===== src/sat_pkg.sv =====
/*
 * shared constants and types of the segment address translation unit:
 * register offsets, reset values, field positions, modes, carriers.
 * assumes a single 40 MHz core clock and a 32-bit avalon-mm slave.
 */
package sat_pkg;

    // operating modes, real-address mode is the reset mode
    typedef enum logic [1:0] {
        SAT_REAL,
        SAT_PROT,
        SAT_COMPAT,
        SAT_LONG
    } sat_mode_t;

    // register byte offsets
    localparam logic [5:0] SAT_OFS_CTRL    = 6'h00;
    localparam logic [5:0] SAT_OFS_GDT_LO  = 6'h04;
    localparam logic [5:0] SAT_OFS_GDT_HI  = 6'h08;
    localparam logic [5:0] SAT_OFS_GDT_LIM = 6'h0c;
    localparam logic [5:0] SAT_OFS_LDT_LO  = 6'h10;
    localparam logic [5:0] SAT_OFS_LDT_HI  = 6'h14;
    localparam logic [5:0] SAT_OFS_LDT_LIM = 6'h18;
    localparam logic [5:0] SAT_OFS_CODE    = 6'h1c;
    localparam logic [5:0] SAT_OFS_IP_LO   = 6'h20;
    localparam logic [5:0] SAT_OFS_IP_HI   = 6'h24;
    localparam logic [5:0] SAT_OFS_STATUS  = 6'h28;
    localparam logic [5:0] SAT_OFS_CLEAR   = 6'h2c;
    localparam logic [5:0] SAT_OFS_IRQ_EN  = 6'h30;
    localparam logic [5:0] SAT_OFS_ERR     = 6'h34;

    // control register fields
    localparam int SAT_CTRL_MODE_LSB = 0;
    localparam int SAT_CTRL_CPL_LSB  = 2;

    // event bits of status, clear and enable
    localparam int SAT_EV_DONE = 0;
    localparam int SAT_EV_GP   = 1;
    localparam int SAT_EV_W    = 2;

    // reset values
    localparam sat_mode_t   SAT_RST_MODE = SAT_REAL;
    localparam logic [1:0]  SAT_RST_CPL  = 2'h0;
    localparam logic [63:0] SAT_RST_BASE = 64'h0;
    localparam logic [31:0] SAT_RST_LIM  = 32'h0;
    localparam logic [15:0] SAT_RST_SEL  = 16'h0;
    localparam logic [63:0] SAT_RST_IP   = 64'h0;
    localparam logic [1:0]  SAT_RST_EV   = 2'h0;

    // selector fields
    localparam int SAT_SEL_TI      = 2;
    localparam int SAT_SEL_IDX_LSB = 3;

    // descriptor fields, legacy 8-byte layout
    localparam int SAT_D_LIM0  = 0;
    localparam int SAT_D_BASE0 = 16;
    localparam int SAT_D_TYPE  = 40;
    localparam int SAT_D_S     = 44;
    localparam int SAT_D_DPL   = 45;
    localparam int SAT_D_P     = 47;
    localparam int SAT_D_LIM1  = 48;
    localparam int SAT_D_G     = 55;
    localparam int SAT_D_BASE1 = 56;

    // shift counts: 8-byte legacy and 16-byte wide entries, selector times 16 in real mode
    localparam int SAT_LEG_SHIFT  = 3;
    localparam int SAT_WIDE_SHIFT = 4;
    localparam int SAT_REAL_SHIFT = 4;

    // error code pushed when no accurate code can be given
    localparam logic [15:0] SAT_ERR_NONE = 16'h0;

    // translation request
    typedef struct packed {
        logic [15:0] sel;     // segment selector
        logic [63:0] offset;  // byte offset in segment
        logic        write;   // data write
        logic        fetch;   // instruction fetch via code regs
    } sat_req_t;

    // translation answer
    typedef struct packed {
        logic [63:0] linear;  // linear byte address
        logic        gp;      // general protection fault
        logic [15:0] err;     // fault error code
    } sat_rsp_t;

    // decoded descriptor
    typedef struct packed {
        logic [63:0] base;
        logic [31:0] limit;   // byte limit after granularity
        logic [1:0]  dpl;
        logic        present;
        logic        code;
        logic        rw;      // writable data or readable code
        logic        sys;     // system descriptor
    } sat_desc_t;

endpackage


===== src/sat_desc_dec.sv =====
/*
 * descriptor field decoder, purely combinational.
 * assumes lo/hi hold the first and second 8-byte words of an entry.
 */
`timescale 1ns/1ps
module sat_desc_dec (
    input  wire logic [63:0]       lo,   // first descriptor word
    input  wire logic [63:0]       hi,   // second word, wide only
    input  wire logic              wide, // 16-byte entry
    output sat_pkg::sat_desc_t     desc  // decoded fields
);
    import sat_pkg::*;

    logic [19:0] raw_lim; // 20-bit limit field

    // unpack base, rights, type and usage
    always_comb begin
        raw_lim = {lo[SAT_D_LIM1 +: 4], lo[SAT_D_LIM0 +: 16]};
        desc.base[31:0] = {lo[SAT_D_BASE1 +: 8], lo[SAT_D_BASE0 +: 24]};
        // wide entries carry the upper base half
        desc.base[63:32] = wide ? hi[31:0] : 32'h0;
        // page granularity scales the limit
        desc.limit = lo[SAT_D_G] ? {raw_lim, 12'hfff}
                                 : {12'h0, raw_lim};
        desc.dpl = lo[SAT_D_DPL +: 2];
        desc.present = lo[SAT_D_P];
        desc.sys = ~lo[SAT_D_S];
        desc.code = lo[SAT_D_TYPE + 3];
        desc.rw = lo[SAT_D_TYPE + 1];
    end

endmodule


===== src/sat_top.sv =====
/*
 * segment address translation unit with avalon-mm register slave.
 * assumes descriptor memory on mclk answering mem_rd with mem_ack,
 * and one outstanding translation at a time.
 */
`timescale 1ns/1ps
module sat_top #(
    parameter int REG_AW = 6 // avalon byte address width
) (
    input  wire logic              mclk,            // core clock
    input  wire logic              rst_n,           // sync reset
    input  wire logic [REG_AW-1:0] avs_address,     // byte address
    input  wire logic              avs_read,        // read request
    input  wire logic              avs_write,       // write request
    input  wire logic [31:0]       avs_writedata,   // write data
    output logic      [31:0]       avs_readdata,    // read data
    output logic                   avs_waitrequest, // stall
    output logic                   irq,             // level interrupt
    input  wire logic              req_valid,       // request valid
    input  wire sat_pkg::sat_req_t req,             // request
    output logic                   req_ready,       // unit idle
    output logic                   rsp_valid,       // answer pulse
    output sat_pkg::sat_rsp_t      rsp,             // answer
    output logic                   mem_rd,          // descriptor read
    output logic      [63:0]       mem_addr,        // descriptor addr
    input  wire logic [63:0]       mem_rdata,       // descriptor word
    input  wire logic              mem_ack          // word valid
);
    import sat_pkg::*;

    // elaboration check: the register map needs six address bits
    if (REG_AW < 6) begin : g_aw_check
        $error("REG_AW too small for register map");
    end

    typedef enum logic [1:0] {S_IDLE, S_LO, S_HI, S_CHECK} sat_state_t;

    sat_mode_t      mode;       // operating mode
    logic [1:0]     current_privilege_level;        // current_privilege_level
    logic [63:0]    gdt_base;   // global_table_base_reg base
    logic [31:0]    gdt_limit;  // global table byte limit
    logic [63:0]    ldt_base;   // local_table_reg base
    logic [31:0]    ldt_limit;  // local table byte limit
    logic [15:0]    code_sel;   // code segment selector
    logic [63:0]    ip;         // instruction_pointer_reg
    logic [1:0]     status;     // sticky events
    logic [1:0]     irq_en;     // event enables
    logic [15:0]    last_err;   // last fault error code
    sat_state_t     state;      // translation state
    logic [15:0]    cur_sel;    // latched selector
    logic [63:0]    cur_off;    // latched offset
    logic           cur_wr;     // latched write
    logic           cur_fetch;  // latched fetch
    logic           cur_wide;   // 16-byte entry
    logic [63:0]    desc_lo;    // first descriptor word
    logic [63:0]    desc_hi;    // second descriptor word
    sat_desc_t      dsc;        // decoded descriptor
    logic           bus_wr;     // write taken this edge
    logic [1:0]     ev_set;     // events raised this edge
    logic [1:0]     next_status;
    sat_req_t       in;         // effective request
    logic           in_ti;      // table flag
    logic           in_wide;    // entry stride 16
    logic [63:0]    in_tbase;   // selected table base
    logic [31:0]    in_tlim;    // selected table limit
    logic [63:0]    in_eofs;    // entry byte offset
    logic [63:0]    in_eend;    // last byte of entry
    logic [1:0]     eff_priv;   // max of cpl and rpl
    logic           chk_fail;   // rights check failed
    logic           lim_fail;   // offset past limit
    logic [63:0]    chk_lin;    // linear from descriptor

    // protection error code: selector without the privilege bits
    function automatic logic [15:0] sel_err(input logic [15:0] s);
        sel_err = {s[15:2], 2'b00};
    endfunction

    // legacy modes keep a 32-bit address
    function automatic logic [63:0] fit(input sat_mode_t m,
                                        input logic [63:0] a);
        fit = (m == SAT_LONG) ? a : {32'h0, a[31:0]};
    endfunction

    sat_desc_dec u_dec (
        .lo   (desc_lo),
        .hi   (desc_hi),
        .wide (cur_wide),
        .desc (dsc)
    );

    // bus write takes effect where the master sees waitrequest low
    assign bus_wr = avs_write && !avs_waitrequest;

    // avalon handshake: one wait cycle, then a one-cycle answer
    always_ff @(posedge mclk) begin
        if (!rst_n) begin
            avs_waitrequest <= 1'b1;
            avs_readdata <= 32'h0;
        end else if ((avs_read || avs_write) && avs_waitrequest) begin
            avs_waitrequest <= 1'b0;
            avs_readdata <= avs_read ? reg_read(avs_address) : 32'h0;
        end else begin
            avs_waitrequest <= 1'b1;
        end
    end

    // register read mux, unmapped and write-only read as zero
    function automatic logic [31:0] reg_read(input logic [REG_AW-1:0] a);
        reg_read = 32'h0;
        case (a[5:0])
            SAT_OFS_CTRL:    reg_read = {28'h0, current_privilege_level, mode};
            SAT_OFS_GDT_LO:  reg_read = gdt_base[31:0];
            SAT_OFS_GDT_HI:  reg_read = gdt_base[63:32];
            SAT_OFS_GDT_LIM: reg_read = gdt_limit;
            SAT_OFS_LDT_LO:  reg_read = ldt_base[31:0];
            SAT_OFS_LDT_HI:  reg_read = ldt_base[63:32];
            SAT_OFS_LDT_LIM: reg_read = ldt_limit;
            SAT_OFS_CODE:    reg_read = {16'h0, code_sel};
            SAT_OFS_IP_LO:   reg_read = ip[31:0];
            SAT_OFS_IP_HI:   reg_read = ip[63:32];
            SAT_OFS_STATUS:  reg_read = {30'h0, status};
            SAT_OFS_IRQ_EN:  reg_read = {30'h0, irq_en};
            SAT_OFS_ERR:     reg_read = {16'h0, last_err};
            default:         reg_read = 32'h0;
        endcase
        if (a[REG_AW-1:0] > REG_AW'(SAT_OFS_ERR)) reg_read = 32'h0;
    endfunction

    // mode and privilege: real mode after reset, software moves on
    always_ff @(posedge mclk) begin
        if (!rst_n) begin
            mode <= SAT_RST_MODE;
            current_privilege_level <= SAT_RST_CPL;
        end else if (bus_wr && avs_address == REG_AW'(SAT_OFS_CTRL)) begin
            mode <= sat_mode_t'(avs_writedata[SAT_CTRL_MODE_LSB +: 2]);
            current_privilege_level <= avs_writedata[SAT_CTRL_CPL_LSB +: 2];
        end
    end

    // table registers, full 64-bit base storage and 32-bit limits
    always_ff @(posedge mclk) begin
        if (!rst_n) begin
            gdt_base <= SAT_RST_BASE;
            gdt_limit <= SAT_RST_LIM;
            ldt_base <= SAT_RST_BASE;
            ldt_limit <= SAT_RST_LIM;
        end else if (bus_wr) begin
            case (avs_address[5:0])
                SAT_OFS_GDT_LO:  gdt_base[31:0] <= avs_writedata;
                SAT_OFS_GDT_HI:  gdt_base[63:32] <= avs_writedata;
                SAT_OFS_GDT_LIM: gdt_limit <= avs_writedata;
                SAT_OFS_LDT_LO:  ldt_base[31:0] <= avs_writedata;
                SAT_OFS_LDT_HI:  ldt_base[63:32] <= avs_writedata;
                SAT_OFS_LDT_LIM: ldt_limit <= avs_writedata;
                default: ;
            endcase
        end
    end

    // code selector and instruction pointer
    always_ff @(posedge mclk) begin
        if (!rst_n) begin
            code_sel <= SAT_RST_SEL;
            ip <= SAT_RST_IP;
        end else if (bus_wr) begin
            case (avs_address[5:0])
                SAT_OFS_CODE:  code_sel <= avs_writedata[15:0];
                SAT_OFS_IP_LO: ip[31:0] <= avs_writedata;
                SAT_OFS_IP_HI: ip[63:32] <= avs_writedata;
                default: ;
            endcase
        end
    end

    // request decode: fetches substitute code regs
    always_comb begin
        in = req;
        if (req.fetch) begin
            in.sel = code_sel;
            in.offset = ip;
            in.write = 1'b0;
        end
        // selector: index, table flag, requested rights
        in_ti = in.sel[SAT_SEL_TI];
        // wide local entries only in 64-bit sub-mode
        in_wide = in_ti && (mode == SAT_LONG);
        // table from the global or local base register
        in_tbase = fit(mode, in_ti ? ldt_base : gdt_base);
        in_tlim = in_ti ? ldt_limit : gdt_limit;
        in_eofs = {51'h0, in.sel[15:SAT_SEL_IDX_LSB]}
                  << (in_wide ? SAT_WIDE_SHIFT : SAT_LEG_SHIFT);
        in_eend = in_eofs + (in_wide ? 64'hf : 64'h7);
    end

    // descriptor checks: privilege, type, presence, limit
    always_comb begin
        eff_priv = (cur_sel[1:0] > current_privilege_level) ? cur_sel[1:0] : current_privilege_level;
        // segment must be reachable from current privilege
        chk_fail = !dsc.present || dsc.sys;
        if (cur_fetch) begin
            chk_fail = chk_fail || !dsc.code || dsc.dpl != current_privilege_level;
        end else begin
            chk_fail = chk_fail || eff_priv > dsc.dpl;
            chk_fail = chk_fail || (cur_wr && (dsc.code || !dsc.rw));
            chk_fail = chk_fail || (!cur_wr && dsc.code && !dsc.rw);
        end
        lim_fail = (mode != SAT_LONG) && cur_off > {32'h0, dsc.limit};
        // linear is descriptor base plus byte offset
        chk_lin = fit(mode, dsc.base + cur_off);
    end

    // translation sequence through descriptor tables
    always_ff @(posedge mclk) begin
        if (!rst_n) begin
            state <= S_IDLE;
            req_ready <= 1'b1;
            rsp_valid <= 1'b0;
            rsp <= '0;
            mem_rd <= 1'b0;
            mem_addr <= 64'h0;
            cur_sel <= 16'h0;
            cur_off <= 64'h0;
            cur_wr <= 1'b0;
            cur_fetch <= 1'b0;
            cur_wide <= 1'b0;
            desc_lo <= 64'h0;
            desc_hi <= 64'h0;
        end else begin
            rsp_valid <= 1'b0;
            unique case (state)
                S_IDLE: begin
                    if (req_valid && req_ready) begin
                        cur_sel <= in.sel;
                        cur_off <= fit(mode, in.offset);
                        cur_wr <= in.write;
                        cur_fetch <= req.fetch;
                        cur_wide <= in_wide;
                        desc_hi <= 64'h0;
                        if (mode == SAT_REAL) begin
                            // real mode: selector times 16 plus the low 16 offset bits
                            rsp_valid <= 1'b1;
                            rsp.gp <= 1'b0;
                            rsp.err <= SAT_ERR_NONE;
                            rsp.linear <= {44'h0, in.sel,
                                           SAT_REAL_SHIFT'(0)}
                                          + {48'h0, in.offset[15:0]};
                        end else if (in.sel[15:2] == 14'h0) begin
                            // null selector: no accurate code
                            rsp_valid <= 1'b1;
                            rsp.gp <= 1'b1;
                            rsp.err <= SAT_ERR_NONE;
                            rsp.linear <= 64'h0;
                        end else if (in_eend > {32'h0, in_tlim}) begin
                            // entry outside the table
                            rsp_valid <= 1'b1;
                            rsp.gp <= 1'b1;
                            rsp.err <= sel_err(in.sel);
                            rsp.linear <= 64'h0;
                        end else begin
                            mem_rd <= 1'b1;
                            mem_addr <= fit(mode, in_tbase + in_eofs);
                            req_ready <= 1'b0;
                            state <= S_LO;
                        end
                    end
                end
                S_LO: begin
                    if (mem_ack) begin
                        desc_lo <= mem_rdata;
                        if (cur_wide) begin
                            // second half of a 16-byte entry
                            mem_addr <= mem_addr + 64'h8;
                            state <= S_HI;
                        end else begin
                            mem_rd <= 1'b0;
                            state <= S_CHECK;
                        end
                    end
                end
                S_HI: begin
                    if (mem_ack) begin
                        desc_hi <= mem_rdata;
                        mem_rd <= 1'b0;
                        state <= S_CHECK;
                    end
                end
                S_CHECK: begin
                    rsp_valid <= 1'b1;
                    req_ready <= 1'b1;
                    state <= S_IDLE;
                    if (chk_fail) begin
                        // blocked, no address given
                        rsp.gp <= 1'b1;
                        rsp.err <= sel_err(cur_sel);
                        rsp.linear <= 64'h0;
                    end else if (lim_fail) begin
                        // limit faults carry a zero code
                        rsp.gp <= 1'b1;
                        rsp.err <= SAT_ERR_NONE;
                        rsp.linear <= 64'h0;
                    end else begin
                        rsp.gp <= 1'b0;
                        rsp.err <= SAT_ERR_NONE;
                        rsp.linear <= chk_lin;
                    end
                end
            endcase
        end
    end

    // events raised by the answer about to be driven
    always_comb begin
        ev_set = 2'h0;
        if (state == S_CHECK) begin
            ev_set[SAT_EV_DONE] = 1'b1;
            ev_set[SAT_EV_GP] = chk_fail || lim_fail;
        end else if (state == S_IDLE && req_valid && req_ready) begin
            ev_set[SAT_EV_DONE] = (mode == SAT_REAL)
                                  || in.sel[15:2] == 14'h0
                                  || in_eend > {32'h0, in_tlim};
            ev_set[SAT_EV_GP] = (mode != SAT_REAL)
                                && (in.sel[15:2] == 14'h0
                                    || in_eend > {32'h0, in_tlim});
        end
        next_status = status;
        if (bus_wr && avs_address == REG_AW'(SAT_OFS_CLEAR)) begin
            next_status = status & ~avs_writedata[SAT_EV_W-1:0];
        end
        // set wins over a clear in the same cycle
        next_status = next_status | ev_set;
    end

    // sticky status, enables, last error and interrupt line
    always_ff @(posedge mclk) begin
        if (!rst_n) begin
            status <= SAT_RST_EV;
            irq_en <= SAT_RST_EV;
            last_err <= SAT_ERR_NONE;
            irq <= 1'b0;
        end else begin
            status <= next_status;
            if (bus_wr && avs_address == REG_AW'(SAT_OFS_IRQ_EN)) begin
                irq_en <= avs_writedata[SAT_EV_W-1:0];
            end
            if (state == S_CHECK && chk_fail) begin
                last_err <= sel_err(cur_sel);
            end else if (ev_set[SAT_EV_GP]) begin
                last_err <= (state == S_IDLE && in.sel[15:2] != 14'h0)
                            ? sel_err(in.sel) : SAT_ERR_NONE;
            end
            irq <= |(next_status & irq_en);
        end
    end

endmodule

===== config.mk =====
export PLATFORM = sky130hd
export DESIGN_NAME = sat_top
export DESIGN_NICKNAME = d
export VERILOG_FILES = /design/src/sat_pkg.sv /design/src/sat_desc_dec.sv /design/src/sat_top.sv
export SDC_FILE = /design/constraint.sdc
export NUM_CORES = 2
export LEC_CHECK = 0
export BUFFER_PORTS_ARGS = -buffer_cell sky130_fd_sc_hd__buf_4
export CAP_MARGIN = 20
export CORE_UTILIZATION = 45
export CTS_BUF_LIST = sky130_fd_sc_hd__clkbuf_8
export CTS_CLUSTER_DIAMETER = 200
export DETAILED_ROUTE_END_ITERATION = 8
export PLACE_DENSITY = 0.64
export SLEW_MARGIN = 10
export SYNTH_ARGS = -nofsm -noshare
export SYNTH_HDL_FRONTEND = slang
export SYNTH_SLANG_ARGS = --single-unit

===== constraint.sdc =====
create_clock -name mclk -period 5.69 [get_ports mclk]
set_input_delay 1.4225 -clock mclk [delete_from_list [all_inputs] [get_ports mclk]]
set_output_delay 1.4225 -clock mclk [all_outputs]
set_load 0.005 [all_outputs]

Word-level counts from Yosys, hierarchy flattened
Index checks and enable logic that the tools add are counted.
{"block": "op_classes", "add_sub_neg": 5, "n_lt_le_gt_ge": 5, "eq_ne": 28, "shift": 1, "muxes": 66, "bitwise": 6, "n_reduce_logical": 63}
{"operator": "64-bit 2-to-1 mux", "n": 11}
{"operator": "81-bit 2-to-1 mux", "n": 7}
{"operator": "32-bit case mux with 13 select lines", "n": 1}
{"operator": "32-bit 2-to-1 mux", "n": 7}
{"operator": "81-bit case mux with 2 select lines", "n": 1}
{"operator": "64-bit adder", "n": 2}
{"operator": "64-bit by 32-bit greater-than comparator with 1-bit output", "n": 2}
{"operator": "64-bit case mux with 2 select lines", "n": 1}
{"operator": "64-bit by 4-bit adder with 64-bit output", "n": 1}
{"operator": "64-bit by 4-bit adder with 64-bit output, second input constant", "n": 1}
{"operator": "32-bit case mux with 2 select lines", "n": 1}
{"operator": "13-bit by 3-bit left shift with 64-bit output", "n": 1}
{"operator": "16-bit 2-to-1 mux", "n": 3}
{"operator": "6-bit == test, second input constant", "n": 6}
{"operator": "6-bit by 5-bit == test with 1-bit output, second input constant", "n": 4}
{"operator": "2-bit AND reduction", "n": 11}
{"operator": "20-bit by 16-bit adder with 21-bit output", "n": 1}
{"operator": "2-bit 2-to-1 mux", "n": 10}
{"operator": "1-bit 2-to-1 mux", "n": 18}
{"operator": "2-bit != test, second input constant", "n": 9}
{"operator": "1-bit logical AND", "n": 16}
{"operator": "14-bit logical NOT", "n": 1}
{"operator": "14-bit nonzero test", "n": 1}
{"operator": "6-bit by 4-bit == test with 1-bit output, second input constant", "n": 2}
{"operator": "other kinds (28)", "n": 56}
{"block": "totals", "reg_bits": 659, "inputBits": 190, "output_inout_bits": 182, "elab_cells": 207}

Logic depth before layout (Yosys ltp)
{"block": "depth", "word_depth": 13, "depth_mapped": 23, "ltp_nobuf": 19}

Hierarchy
A second synthesis with hierarchy kept.
{"block": "hier_totals", "hier_cells": 5129, "hier_area_um2": 38401.8}
{"module": "sat_top", "instances": 1, "cells_each": 5021, "area_per_inst_um2": 37619.8, "seq_area_each_um2": 13753.2}
{"module": "sat_desc_dec", "instances": 1, "cells_each": 108, "area_per_inst_um2": 782.0, "seq_area_each_um2": 0.0}

Least setup slack after synthesis
No wires, ideal clock.
{"block": "synth_timing", "path_kind": "input -> register", "from": "input req[0] (netlist name)", "to": "register mem_addr[16]", "setup_time_ns": 0.128, "arrival_time_ns": 5.715, "t_required_ns": 5.562, "slack_ns": -0.152, "cell_stages": 21, "path_buffers": 8, "path_cell_list": "buf_6 mux2i_4 buf_6 buf_2 buf_1 buf_1 buf_2 buf_2 mux2i_1 ha_1 a21o_1 a21o_1 a21oi_1 o21a_1 o221a_2 a21boi_2 nor2_1 clkbuf_1 o21ai_0 a22oi_1 nor2_1"}
{"block": "synth_between", "elab_chain_len": 11, "elab_cells_between_ends": 21, "cone_classes": "add/sub: 2; order compare: 1; eq/ne: 2; shift: 1; mux: 12; reduce/logical: 3"}
{"item": "start, declared", "line_no": "sat_top.sv:20", "rtl": "input wire sat_pkg::sat_req_t req,"}
{"item": "81-bit 2-to-1 mux *", "line_no": "sat_top.sv:178", "rtl": "if (req.fetch) begin"}
{"item": "branches (longest 10 deep; another with 64-bit by 4-bit adder with 64-bit output)"}
{"item": "end signal, assigned", "line_no": "sat_top.sv:261", "rtl": "mem_addr <= fit(mode, in_tbase + in_eofs);"}
{"item": "end signal, assigned", "line_no": "sat_top.sv:272", "rtl": "mem_addr <= mem_addr + 64'h8;"}
{"item": "end, declared", "line_no": "sat_top.sv:25", "rtl": "output logic [63:0] mem_addr,"}
Every way passes the cells marked *. The select of a mux whose other input is x is not followed.
A chain may end at the register's enable or synchronous reset.

Final worst setup path
{"block": "layout_timing", "from": "input req[0] (netlist name)", "to": "register rsp[23] (netlist name)"}
{"block": "layout_between", "elab_chain_len": 8, "elab_cells_between_ends": 16, "cone_classes": "add/sub: 2; order compare: 1; eq/ne: 1; shift: 1; mux: 8; reduce/logical: 3"}
{"item": "81-bit 2-to-1 mux *", "line_no": "sat_top.sv:178"}
{"item": "1-bit logical AND", "line_no": "sat_top.sv:186", "rtl": "in_wide = in_ti && (mode == SAT_LONG);"}
{"item": "3-bit 2-to-1 mux", "line_no": "sat_top.sv:191", "rtl": "<< (in_wide ? SAT_WIDE_SHIFT : SAT_LEG_SHIFT);"}
{"item": "13-bit by 3-bit left shift with 64-bit output", "line_no": "sat_top.sv:190", "rtl": "in_eofs = {51'h0, in.sel[15:SAT_SEL_IDX_LSB]}"}
{"item": "64-bit by 4-bit adder with 64-bit output", "line_no": "sat_top.sv:192", "rtl": "in_eend = in_eofs + (in_wide ? 64'hf : 64'h7);"}
{"item": "64-bit by 32-bit greater-than comparator with 1-bit output", "line_no": "sat_top.sv:253", "rtl": "end else if (in_eend > {32'h0, in_tlim}) begin"}
{"item": "4-bit by 1-bit != test with 1-bit output (no source line)"}
{"item": "3-bit AND reduction (no source line)"}
{"item": "end, declared", "line_no": "sat_top.sv:23", "rtl": "output sat_pkg::sat_rsp_t rsp,"}
Mark *: on every way between the ends. The rest lies on a longest branch, timed or not. The select of a mux whose other input is x is not followed.

==> flow_metrics.tcl <==
set metrics [dict create \
    yosys_warnings 0 \
    holdBufCountCts 0 \
    grt_pass1_vias 33893 \
    setup_viol 0 \
    fin_crit_ns 4.79 \
    fp.dieW_um 288 \
    antenna_found_initial 11 \
    drt_iter0_drc 4929 \
    via_per_inst 6.09 \
    cts_tree "done" \
    insertion_delay_ns 0.77 \
    synth_cell_types 99 \
    worst_hold_path_type "reg2reg" \
    r2r_setup_slack_ns 1.31 \
    wire_per_inst_um 24.0 \
    routabilityCongestion 0.996 \
    p_leak_uw 0.0167 \
    clkTransAtPathRegs_ns 0.06 \
    synthFlopType "dfxtp_1" \
    cts_buffer_depth 3 \
    worstPathMaxFanout 32 \
    cts_buffers 112 \
    h-tree-depth 3 \
    track_usage 0.350 \
    synth_seq_cells 650 \
    async_reset_ff_frac 0 \
    start_util 0.456 \
    drive_gt1_frac 0.146 \
    ios 372 \
    row_count 104 \
    period_share 0.842 \
    tightest_slew_ns 1.17 \
    synth_top_cell_area_share 0.355 \
    wirelength_mm 151 \
    power.density_mw_per_mm2 300 \
    cp-end-kind "flip-flop" \
    power_uw 12900 \
    run_status "finished, final reports clean" \
    clkSinkCount 650 \
    synth_cells 4878 \
    hold_viol_final 0 \
    rsz0062_at_grt "false" \
    worstSetupPathType "in2reg" \
    slew_viol_final 0 \
    fin_util 0.534 \
    ir_drop_uv 174 \
    hold-worst-slack_ns 0.449 \
    post-cts-setup-buffers 0 \
    max_slew_margin 0.211 \
    start_kind "input port" \
    max_freq_mhz 209 \
    fin_skew_ns 0.0517 \
    grt_max_degree 136 \
    die_area_mm2 0.0827 \
    synth_edf_count 0 \
    portBuffers 364 \
    syn_area_mm2 0.0367 \
    core_mm2 0.0805 \
    synth.largest_area_cell "dfxtp_1" \
    final_nets 5477 \
    yosysSeqAreaShare 0.355 \
    place_ws_ns 0.316 \
    dieHeight_um 288 \
    cp.required_ns 6.30 \
    cap_violations 0 \
    grt_overflow 0 \
    area_delta_synth_final_pct 17.2 \
    grt_pass1_wl_mm 219 \
    drc 0 \
    setup_tns_ns 0 \
    synth_area_leaders "dfxtp_1 (35%), nand2_1 (11%), a21oi_1 (9.2%)" \
    cts.repair.resized 0 \
    dr.pass1.iters 7 \
    ant_nets 0 \
    vias 38256 \
    fin_ws_ns 0.902 \
    ctsRootBufferMaster "clkbuf_8" \
    critPathArrivalTime_ns 5.39 \
    nFillCells 7914 \
    dp_hpwl_mm 112 \
    synth.avg_cell_area_um2 7.52 \
]
[final cells by class]
cell class / instances / area, µm² / share of cell area
Antenna cell: 5 / 12.5 / 0.000291
Clock buffer: 147 / 2020 / 0.0471
Clock inverter: 54 / 342 / 0.00795
Inverter: 56 / 218 / 0.00506
Multi-Input combinational cell: 3815 / 22100 / 0.515
Sequential cell: 650 / 13000 / 0.303
Tap cell: 1060 / 1330 / 0.0309
Timing Repair Buffer: 497 / 3910 / 0.0910
[layout by cell type (no fill, tap or decap), types with 52 or more instances in the layout]
| cell type | netlist | layout |
|---|---|---|
| a211oi_1 | 55 | 55 |
| a21o_1 | 75 | 75 |
| a21oi_1 | 676 | 674 |
| a221oi_1 | 55 | 55 |
| a22oi_1 | 93 | 93 |
| buf_4 | 9 | 482 |
| clkbuf_8 | 0 | 147 |
| dfxtp_1 | 650 | 650 |
| ha_1 | 153 | 152 |
| inv_1 | 54 | 87 |
| mux2i_1 | 149 | 149 |
| nand2_1 | 1096 | 1092 |
| nand3_1 | 159 | 158 |
| nor2_1 | 312 | 303 |
| nor3_1 | 110 | 103 |
| o21ai_0 | 119 | 119 |
| xnor2_1 | 84 | 84 |
| xor2_1 | 52 | 52 |
[cells by family after synthesis]
group | count (synthesis) | share of synthesized area
AND/OR/NAND/NOR | 1953 | 0.231
AO/OA/AOI/OAI | 1386 | 0.233
flip-flops | 650 | 0.355
buffers and inverters | 421 | 0.0466
multiplexers | 173 | 0.0489
adder cells (fa/ha/maj) | 157 | 0.0538
XOR/XNOR | 136 | 0.0325
other | 2 | 0.000205
[path summary, 6_finish.rpt]
kind | startpoint | endpoint | depth (start not counted)
worst min register to register | rsp[39] | rsp[39] | 2
worst max register to register | code_sel[2] | rsp[38] | 16
worst max-delay path | req[0] | rsp[23] | 19
worst min-delay path | rsp[39] | rsp[39] | 2
[synthesized netlist by cell type (all sizes together), types with 51 or more instances]
master and n:
a211oi 55, a21o 75, a21oi 678, a221oi 56
a22oi 93, a31oi 51, and2 52, buf 53
clkbuf 312, dfxtp 650, ha 153, inv 56
mux2i 152, nand2 1097, nand3 160, nor2 313
nor3 111, o21ai 160, xnor2 84, xor2 52
[stage by stage]
stage / cells / area [µm²]
final: 6284 / 43000
after global routing: 6281 / 43000
after CTS: 6277 / 42900
after detailed placement: 6076 / 40600
after global placement: 6075 / 40600
after floorplan: 4886 / 36700
[flip-flops by register name, summed over array words and instances, names as in the netlist, 59 cells and up]
| name | count |
|---|---|
| rsp | 79 |
| cur_off | 64 |
| gdt_base | 64 |
| ip | 64 |
| ldt_base | 64 |
| mem_addr | 64 |
| desc_lo | 59 |
[power by group]
part / total (µW) / internal, µW / switching [µW]
combinational: 3230 / 1190 / 2040
clock: 4520 / 2470 / 2050
sequential: 5130 / 4850 / 273
total: 12900 / 8510 / 4370
[worst max-delay path, cell delays in order]
cell      delay, ns
buf_4          0.13
mux2i_4        0.32
inv_2          0.09
nand2_1        0.07
buf_4          0.22
nor2_1         0.10
o31ai_1        0.07
o31ai_1        0.26
ha_1           0.36
nand4_1        0.21
or3_1          0.47
o221ai_1       0.39
a22o_1         0.21
a21oi_2        0.05
and2_2         0.33
buf_12         0.22
buf_4          0.20
o21ai_0        0.19
nor2_1         0.05
[layer usage]
metal	track usage	part of all wire
met5	0	0.00048
met4	0.149	0.045
met3	0.0795	0.11
met2	0.516	0.43
met1	0.487	0.41
Note: power is estimated with default switching activity, not from simulation.
